### src/rtl/pir_line_sync.sv
package pir_pkg;
    // ======================================================================
    // Register map and field layout
    // ======================================================================
    localparam int          PIR_LINES       = 4;
    localparam int          PIR_ISA_LEVELS  = 16;
    localparam int          PIR_DATA_W      = 8;
    localparam int          PIR_NIB_W       = 4;
    localparam int          PIR_ADDR_W      = 2;
    // Only address bit 0 is decoded, so offsets 2 and 3 alias 0 and 1.
    localparam int          PIR_REG_SEL_BIT = 0;
    localparam logic        PIR_OFF_AB      = 1'h0;
    localparam logic        PIR_OFF_CD      = 1'h1;
    localparam int          PIR_LO_NIB_LSB  = 0;
    localparam int          PIR_HI_NIB_LSB  = 4;
    localparam logic [7:0]  PIR_CTRL_RST    = 8'h00;
    localparam logic [3:0]  PIR_PASS_CODE   = 4'h0;
    localparam int          PIR_ADV_PCI_BASE = 16;
    localparam int          PIR_SYNC_STAGES = 3;
endpackage : pir_pkg

`timescale 1ns/1ps

module pir_line_sync #(
    parameter int WIDTH = 4
) (
    // Clock and reset
    input  wire logic             clk_i,
    input  wire logic             reset_i,
    // Pin side
    input  wire logic [WIDTH-1:0] async_i,
    // Filtered level
    output logic      [WIDTH-1:0] level_o
);
    import pir_pkg::*;

    logic [WIDTH-1:0] stage1_ff;
    logic [WIDTH-1:0] stage2_ff;
    logic [WIDTH-1:0] stage3_ff;
    logic [WIDTH-1:0] level_ff;

    always_ff @(posedge clk_i) begin
        stage1_ff <= async_i;
        stage2_ff <= stage1_ff;
        stage3_ff <= stage2_ff;
    end

    // A pin level is accepted once the second and third stages agree.
    // The pins idle high, so the filtered level resets high.
    genvar gi;
    generate
        for (gi = 0; gi < WIDTH; gi++) begin : g_bit
            always_ff @(posedge clk_i) begin
                if (reset_i) begin
                    level_ff[gi] <= 1'b1;
                end else if (stage2_ff[gi] == stage3_ff[gi]) begin
                    level_ff[gi] <= stage3_ff[gi];
                end
            end
        end
    endgenerate

    assign level_o = level_ff;
endmodule : pir_line_sync

### src/rtl/pir_rerouter.sv
// What this block does
// - A pass-through line drives its own advanced controller input among 16-19.
// - Each line may be steered alone onto a chosen legacy IRQ level.
// - Two 8-bit routing registers, one nibble steering each PCI line.
// - Only two byte addresses are used; the other two in the window alias.
// - Lines A to D map in order onto advanced inputs 16 to 19.
// - Legacy levels 0-15 feed advanced inputs 0-15; only levels 1-15 carry rerouted requests.
`timescale 1ns/1ps

module pir_rerouter
    import pir_pkg::*;
(
    // Clock and reset
    input  wire logic                              clk_i,
    input  wire logic                              reset_i,
    // Programmed I/O port from the host bridge
    input  wire logic                              cs_n_i,
    input  wire logic [pir_pkg::PIR_ADDR_W-1:0]    addr_i,
    input  wire logic                              wr_i,
    input  wire logic                              rd_i,
    input  wire logic [pir_pkg::PIR_DATA_W-1:0]    wdata_i,
    output logic      [pir_pkg::PIR_DATA_W-1:0]    rdata_o,
    // Shared PCI interrupt pins, active low
    input  wire logic                              pci_irq_line_a_n_i,
    input  wire logic                              pci_irq_line_b_n_i,
    input  wire logic                              pci_irq_line_c_n_i,
    input  wire logic                              pci_irq_line_d_n_i,
    // Dedicated advanced controller inputs 16-19, active low
    output logic      [pir_pkg::PIR_LINES-1:0]     adv_irq_pci_n_o,
    // Legacy IRQ levels 0-15, active high
    output logic      [pir_pkg::PIR_ISA_LEVELS-1:0] isa_irq_o
);
    import pir_pkg::*;

    // ======================================================================
    // Register file
    // ======================================================================
    logic [PIR_DATA_W-1:0] reroute_ctrl_lines_ab_ff;
    logic [PIR_DATA_W-1:0] reroute_ctrl_lines_cd_ff;
    logic [PIR_DATA_W-1:0] rdata_ff;
    logic                  sel_cd;
    logic                  wr_hit;
    logic                  rd_hit;

    assign wr_hit = !cs_n_i && wr_i;
    assign rd_hit = !cs_n_i && rd_i;
    assign sel_cd = addr_i[PIR_REG_SEL_BIT];

    always_ff @(posedge clk_i) begin
        if (reset_i) begin
            reroute_ctrl_lines_ab_ff <= PIR_CTRL_RST;
            reroute_ctrl_lines_cd_ff <= PIR_CTRL_RST;
        end else if (wr_hit) begin
            if (sel_cd == PIR_OFF_CD) begin
                reroute_ctrl_lines_cd_ff <= wdata_i;
            end else begin
                reroute_ctrl_lines_ab_ff <= wdata_i;
            end
        end
    end

    // A read in the same cycle as a write returns the value before the write.
    always_ff @(posedge clk_i) begin
        if (reset_i) begin
            rdata_ff <= '0;
        end else if (rd_hit) begin
            rdata_ff <= (sel_cd == PIR_OFF_CD) ? reroute_ctrl_lines_cd_ff
                                               : reroute_ctrl_lines_ab_ff;
        end
    end

    assign rdata_o = rdata_ff;

    // ======================================================================
    // Pin synchronisation
    // ======================================================================
    logic [PIR_LINES-1:0] pin_level;
    logic [PIR_LINES-1:0] line_act;

    pir_line_sync #(
        .WIDTH   (PIR_LINES)
    ) u_sync (
        .clk_i   (clk_i),
        .reset_i (reset_i),
        .async_i ({pci_irq_line_d_n_i, pci_irq_line_c_n_i,
                   pci_irq_line_b_n_i, pci_irq_line_a_n_i}),
        .level_o (pin_level)
    );

    assign line_act = ~pin_level;

    // ======================================================================
    // Steering
    // ======================================================================
    logic [PIR_NIB_W-1:0]      line_code [PIR_LINES];
    logic [PIR_ISA_LEVELS-1:0] line_onehot [PIR_LINES];
    logic [PIR_LINES-1:0]      nxt_adv_n;
    logic [PIR_ISA_LEVELS-1:0] nxt_isa;
    logic [PIR_LINES-1:0]      adv_n_ff;
    logic [PIR_ISA_LEVELS-1:0] isa_ff;

    // line order A, B in one register and C, D in the other.
    assign line_code[0] = reroute_ctrl_lines_ab_ff[PIR_LO_NIB_LSB +: PIR_NIB_W];
    assign line_code[1] = reroute_ctrl_lines_ab_ff[PIR_HI_NIB_LSB +: PIR_NIB_W];
    assign line_code[2] = reroute_ctrl_lines_cd_ff[PIR_LO_NIB_LSB +: PIR_NIB_W];
    assign line_code[3] = reroute_ctrl_lines_cd_ff[PIR_HI_NIB_LSB +: PIR_NIB_W];

    // Code zero is pass-through, so legacy level 0 can never be chosen as a target.
    genvar gl;
    generate
        for (gl = 0; gl < PIR_LINES; gl++) begin : g_line
            assign nxt_adv_n[gl] = !(line_act[gl] && line_code[gl] == PIR_PASS_CODE);
            // each line steered on its own code.
            always_comb begin
                line_onehot[gl] = '0;
                if (line_act[gl] && line_code[gl] != PIR_PASS_CODE) begin
                    line_onehot[gl][line_code[gl]] = 1'b1;
                end
            end
        end
    endgenerate

    // shared legacy levels are the OR of every line steered there.
    always_comb begin
        nxt_isa = '0;
        for (int i = 0; i < PIR_LINES; i++) begin
            nxt_isa = nxt_isa | line_onehot[i];
        end
    end

    always_ff @(posedge clk_i) begin
        if (reset_i) begin
            adv_n_ff <= '1;
            isa_ff   <= '0;
        end else begin
            adv_n_ff <= nxt_adv_n;
            isa_ff   <= nxt_isa;
        end
    end

    assign adv_irq_pci_n_o = adv_n_ff;
    assign isa_irq_o       = isa_ff;

    genvar ga;
    generate
        for (ga = 0; ga < PIR_LINES; ga++) begin : g_line_chk

        end
    endgenerate
endmodule : pir_rerouter

### config.mk
export PLATFORM = sky130hd
export DESIGN_NAME = pir_rerouter
export DESIGN_NICKNAME = d
export VERILOG_FILES = /design/src/rtl/pir_line_sync.sv /design/src/rtl/pir_rerouter.sv
export SDC_FILE = /design/constraint.sdc
export NUM_CORES = 1
export LEC_CHECK = 0
export BUFFER_PORTS_ARGS = -buffer_cell sky130_fd_sc_hd__buf_2
export CORE_MARGIN = 2
export CORE_UTILIZATION = 55
export DETAILED_ROUTE_END_ITERATION = 10
export HOLD_SLACK_MARGIN = 0.03
export PLACE_DENSITY = 0.8
export SYNTH_ARGS = -nofsm -noshare
export SYNTH_HDL_FRONTEND = slang
export SYNTH_SLANG_ARGS = --single-unit
### constraint.sdc
create_clock -name clk_i -period 3.2 [get_ports clk_i]
set_clock_uncertainty 0.1 [all_clocks]
set_input_delay 0.64 -clock clk_i [delete_from_list [all_inputs] [get_ports clk_i]]
set_output_delay 0.64 -clock clk_i [all_outputs]
set_load 0.03 [all_outputs]
### After elaboration in Yosys (flattened, before gate mapping)

Cells that the tools add are included.

| cells by class | value |
|---|---|
| add/sub/neg operators | 0 |
| multiply operators | 0 |
| div/mod/pow operators | 0 |
| order comparisons | 8 |
| equality and inequality tests | 4 |
| shift-type cells | 0 |
| muxes and demuxes | 13 |
| bitwise operators | 5 |
| reduce and logical (&&, ||, !) cells | 29 |

Operators by type and width:

| cell | number |
|---|---|
| $mux W16 | 4 |
| $or A16 B16 Y16 | 3 |
| $lt A4 B5 Y1 const B | 4 |
| $demux W1 S4 | 4 |
| $ge A4 B1 Y1 const B | 4 |
| $logic_not A4 Y1 | 4 |
| $reduce_bool A4 Y1 | 4 |
| $logic_and A1 B1 Y1 | 14 |
| $mux W8 | 1 |
| $logic_not A1 Y1 | 5 |
| $eq A1 B1 Y1 | 4 |
| $mux W1 | 4 |
| $not A4 Y4 | 1 |
| $reduce_and A2 Y1 | 2 |
| $not A1 Y1 | 1 |

| storage, ports and cells | value |
|---|---|
| flip-flop bits (word level) | 60 |
| bits in latches | 0 |
| RAM bits | 0 |
| ROM bits | 0 |
| input port bits | 19 |
| memories | 0 |

### Depth between registers and ports, before layout

| logic depth | value |
|---|---|
| depth in word-level cells | 8 |
| depth in mapped cells | 5 |
| depth with buffers taken out | 3 |

### Cells and area by module

From an unflattened synthesis, not the netlist that was laid out.

| unflattened totals | value |
|---|---|
| cells, all modules | 228 |
| area, all modules | 2362.3 um2 |

By module, submodules not included:

| module | times used | cells an instance | area each (um2) | seq. area each (um2) |
|---|---|---|---|---|
| pir_rerouter | 1 | 200 | 1976.9 | 880.8 |
| pir_line_sync | 1 | 28 | 385.4 | 320.3 |

### Least setup slack after synthesis

OpenSTA, ideal clock, no wires.

| timing path | value |
|---|---|
| path kind | input -> register |
| from | input port addr_i[0] (netlist name) |
| to | register reroute_ctrl_lines_ab_ff[7] |
| library setup time | 128 ps |
| arrival | 1332 ps |
| data required time | 2972 ps |
| path slack | 1640 ps |
| stages | 5 |
| cell sequence | buf_6 > nor3b_2 > buf_6 > mux2i_1 > nor2_1 |

| on the way | value |
|---|---|
| cells in the longest elaborated chain, start to end | 2 |

Ends and longest elaborated chain:

| item | RTL line | text |
|---|---|---|
| start, declared | pir_rerouter.sv:18 | `input wire logic [pir_pkg::PIR_ADDR_W-1:0] addr_i,` |
| $not A1 Y1 (no line) | - |  |
| $reduce_and A2 Y1 (no line) | - |  |
| end signal, assigned | pir_rerouter.sv:57 | `reroute_ctrl_lines_ab_ff <= wdata_i;` |
| end, declared | pir_rerouter.sv:38 | `logic [PIR_DATA_W-1:0] reroute_ctrl_lines_ab_ff;` |

No other way between the ends.
A chain may end at the register's enable or synchronous reset.

### Final worst setup path

| timing path | value |
|---|---|
| from | input port addr_i[0] (netlist name) |
| to | register reroute_ctrl_lines_ab_ff[6] |

Same word-level chain as after synthesis.

==> metrics.txt <==
# TYPE chip_impl_metric gauge
chip_impl_metric{name="globalRouteMet2Util",unit="%"} 32.80
chip_impl_metric{name="floorplan.io_pins",unit=""} 47
chip_impl_metric{name="peakVddDrop",unit="mV"} 0.4337
chip_impl_metric{name="first_iter_violations",unit=""} 191
chip_impl_metric{name="fin_total_pwr",unit="W"} 0.001750
chip_impl_metric{name="setup_total_negative_slack",unit="ns"} 0
chip_impl_info{name="cts_tree",value="yes"} 1
chip_impl_metric{name="post_cts_buffers",unit=""} 0
chip_impl_metric{name="drtPass1Iterations",unit=""} 5
chip_impl_metric{name="ys_seq_area_share",unit="%"} 51.09
chip_impl_metric{name="post_drt_via_cell_ratio",unit=""} 5.755
chip_impl_metric{name="die_width",unit="µm"} 69.38
chip_impl_metric{name="first_global_vias",unit=""} 1632
chip_impl_metric{name="netlist_instances",unit=""} 224
chip_impl_info{name="ys_dominant_reg_cell",value="dfxtp_1"} 1
chip_impl_info{name="post-synth-top-count-cell",value="dfxtp_1"} 1
chip_impl_metric{name="synthArstFlopShare",unit="%"} 0
chip_impl_metric{name="power.density_cell_area",unit="mW/mm²"} 624.2
chip_impl_metric{name="post-route-period-util",unit="%"} 56.73
chip_impl_metric{name="ys_ff_latch",unit=""} 60
chip_impl_metric{name="die_h",unit="µm"} 69.38
chip_impl_metric{name="synth_area",unit="mm²"} 0.002351
chip_impl_metric{name="core",unit="mm²"} 0.004058
chip_impl_metric{name="cts_hold_buf",unit=""} 0
chip_impl_info{name="reg2reg_from",value="u_sync.level_o[0]$_SDFFE_PP1N_"} 1
chip_impl_metric{name="drc",unit=""} 0
chip_impl_metric{name="number_of_enable_flip_flop_cells_after_synthesis",unit=""} 0
chip_impl_metric{name="clk_transition_reported_paths",unit="ns"} 0.07
chip_impl_metric{name="ys_warn_count",unit=""} 0
chip_impl_info{name="timing.setup.critical_path_class",value="input port to flop"} 1
chip_impl_metric{name="worst_hold_depth",unit=""} 0
chip_impl_metric{name="yosysUniqueCellTypes",unit=""} 22
chip_impl_metric{name="synthesis.nets",unit=""} 243
chip_impl_metric{name="leakage",unit="nW"} 1.168
chip_impl_info{name="yosys-top-cells-count",value="60 x dfxtp_1, 32 x nor2_1, 26 x a22oi_1, 24 x mux2i_1, 19 x a21oi_1"} 1
chip_impl_metric{name="finalWorstPathRequiredPeriod",unit="ns"} 1.815
chip_impl_metric{name="max-clock-path-buffers",unit=""} 2
chip_impl_info{name="worst_path_dominant_cell_family",value="simple AND/OR/NAND/NOR gates"} 1
chip_impl_metric{name="count_of_endpoints_failing_setup_in_the_final_report",unit=""} 0
chip_impl_info{name="cp-startpoint",value="addr_i[0]"} 1
chip_impl_metric{name="port-buffer-count",unit=""} 45
chip_impl_metric{name="timing.critical_path.buf_inv",unit=""} 1
chip_impl_metric{name="synth_largest_type_area_fraction",unit="%"} 51.09
chip_impl_metric{name="slew_violations",unit=""} 0
chip_impl_metric{name="fin_util",unit="%"} 69.10
chip_impl_metric{name="grt.met3_usage",unit="%"} 6.541
chip_impl_metric{name="layout-drive-gt1-share",unit="%"} 26.37
chip_impl_metric{name="global_route.overflow_total",unit=""} 0
chip_impl_metric{name="maximum_number_of_pins_on_one_net_before_global_route_repair",unit=""} 48
chip_impl_info{name="synth.area.top_cells",value="dfxtp_1 51%, mux2i_1 10%, a22oi_1 8.3%, nor2_1 5.1%, nor3b_2 4.8%"} 1
chip_impl_metric{name="clock_insertion_delay_at_the_later_pin_of_the_skew_report",unit="ns"} 0.34
chip_impl_metric{name="wirelength",unit="mm"} 5.146
chip_impl_metric{name="globalplace.congestion",unit=""} 0.9259
chip_impl_metric{name="reg2regPathDepth",unit=""} 3
chip_impl_metric{name="insertedDiodeCount",unit=""} 0
chip_impl_info{name="whs_endpoint",value="u_sync.stage2_ff[2]$_DFF_P_"} 1
chip_impl_info{name="slowest_stage",value="nor3b_2"} 1
chip_impl_metric{name="worst_path_largest_cell_delay",unit="ns"} 0.74
chip_impl_metric{name="dp_hpwl",unit="mm"} 3.527
chip_impl_metric{name="route.vias.total",unit=""} 1859
chip_impl_metric{name="numClockSinks",unit=""} 60
chip_impl_metric{name="post_cts_resize_count",unit=""} 0
chip_impl_metric{name="regToRegSetupSlack",unit="ns"} 1.82
chip_impl_info{name="setup.worst_path.start_class",value="input port"} 1
chip_impl_metric{name="critical_path_arrival",unit="ns"} 1.92
chip_impl_metric{name="design.die.area",unit="mm²"} 0.004814
chip_impl_metric{name="max_slew_headroom_at_the_worst_pin",unit="%"} 36.69
chip_impl_metric{name="fin_nets",unit=""} 287
chip_impl_metric{name="avgRoutedWirePerCell",unit="µm"} 15.93
chip_impl_metric{name="crit_path_max_fanout",unit=""} 10
chip_impl_info{name="result_of_the_run",value="completed"} 1
chip_impl_metric{name="grtUsageMet1",unit="%"} 28.32
chip_impl_metric{name="area_growth_syn_to_layout",unit="%"} 19.27
chip_impl_info{name="regToRegEndpoint",value="isa_irq_o[6]$_SDFF_PP0_"} 1
chip_impl_metric{name="syn-mean-instance-area",unit="µm²"} 10.50
chip_impl_metric{name="worst_path_required_time",unit="ns"} 3.30
chip_impl_metric{name="max-cap-violations",unit=""} 0
chip_impl_info{name="worst_hold_check_path_type",value="flop to flop"} 1
chip_impl_info{name="synth_area_leader_cell",value="dfxtp_1"} 1
chip_impl_info{name="rsz0062_at_grt",value="false"} 1
chip_impl_metric{name="cts_inserted_buffers",unit=""} 9
chip_impl_metric{name="floorplan.initialDensity",unit="%"} 57.94
chip_impl_info{name="root_buffer",value="clkbuf_8"} 1
chip_impl_metric{name="grt_pass1_wl",unit="mm"} 8.121
chip_impl_info{name="gr-max-usage-layer",value="met2"} 1
chip_impl_metric{name="antenna_viol_nets_final",unit=""} 0
chip_impl_info{name="crit_path_capture_type",value="flop"} 1
chip_impl_info{name="worstPathCellList",value="buf_2, nor3b_2, mux2i_1, nor2_1"} 1
chip_impl_metric{name="timing_worst_slew_pin_value",unit="ns"} 0.9476
chip_impl_metric{name="grt_total_usage",unit="%"} 22.08
chip_impl_metric{name="finalHoldViolations",unit=""} 0
chip_impl_metric{name="htreeDepth",unit=""} 3
chip_impl_metric{name="grt_antenna_before_repair",unit=""} 0
chip_impl_metric{name="timing.fmax",unit="MHz"} 550.9
chip_impl_info{name="worst_hold_startpoint",value="u_sync.stage1_ff[2]$_DFF_P_"} 1
chip_impl_metric{name="rows",unit=""} 23
[worst max path at each step]
stage,end,slack (ns),depth (start not counted)
after floorplan,reroute_ctrl_lines_ab_ff[7]$_SDFFE_PP0P_,1.64,5
after global placement,reroute_ctrl_lines_ab_ff[2]$_SDFFE_PP0P_,1.07,4
after detailed placement,reroute_ctrl_lines_ab_ff[6]$_SDFFE_PP0P_,1.06,4
after CTS,reroute_ctrl_lines_ab_ff[6]$_SDFFE_PP0P_,1.40,4
after global routing,reroute_ctrl_lines_ab_ff[5]$_SDFFE_PP0P_,1.25,4
final,reroute_ctrl_lines_ab_ff[6]$_SDFFE_PP0P_,1.38,4
[power by group]
part,internal (W),switching [W],leakage (nW)
Clock,0.000538,0.000297,0.122
Sequential,0.000775,0.0000239,0.492
Combinational,0.0000435,0.0000728,0.553
Total,0.00136,0.000393,1.17
[cell families (layout without fill, tap and decap cells)]
family	Yosys count	in the layout	share of synthesized area (%)
AND/OR/NAND/NOR	66	66	17.30
AO/OA/AOI/OAI	61	61	17.67
flip-flops	60	60	51.09
multiplexers	24	24	10.22
buffers and inverters	12	61	3.565
other	1	1	0.1595
[area by class of cell]
| class | count | area (µm²) |
|---|---|---|
| Clock buffer | 10 | 137.6 |
| Tap cell | 50 | 62.56 |
| Clock inverter | 6 | 111.4 |
| Fill cell | 326 | 1254 |
| Sequential cell | 60 | 1201 |
| Timing Repair Buffer | 45 | 225.2 |
| Multi-Input combinational cell | 152 | 1066 |
[layer usage]
metal | vias up | share of wire, %
met2 | 93 | 45
met1 | 844 | 44
met5 | - | 0
met4 | 0 | 2.5
met3 | 16 | 8.5
li1 | 906 | -
[flip-flops by register name, summed over array words and instances (netlist names)]
| name | flops |
|---|---|
| u_sync.stage1_ff | 4 |
| reroute_ctrl_lines_ab_ff | 8 |
| isa_irq_o | 16 |
| reroute_ctrl_lines_cd_ff | 8 |
| u_sync.stage2_ff | 4 |
| u_sync.level_o | 4 |
| rdata_o | 8 |
| u_sync.stage3_ff | 4 |
| adv_irq_pci_n_o | 4 |
[metrics by stage]
stage	instance area (µm²)	cells	setup slack, ns	hold WS [ns]
after floorplan	2351	224	1.640	0.2096
after global routing	2804	323	1.250	0.2349
after CTS	2804	323	1.398	0.2327
final	2804	323	1.385	0.2290
after global placement	2555	307	1.073	0.2127
after detailed placement	2555	307	1.057	0.2135
[cells in the final DEF, fill, tap and decap left out, types with 5 or more instances in the layout]
cell type | Yosys | final
buf_2 | 3 | 45
a211oi_1 | 8 | 8
nand3b_1 | 5 | 5
nor3b_2 | 9 | 9
a22oi_1 | 26 | 26
a21oi_1 | 19 | 19
mux2i_1 | 24 | 24
dfxtp_1 | 60 | 60
nor2_1 | 32 | 32
clkbuf_8 | 0 | 10
nor2b_1 | 9 | 9
(Power assumes the default switching activity.)
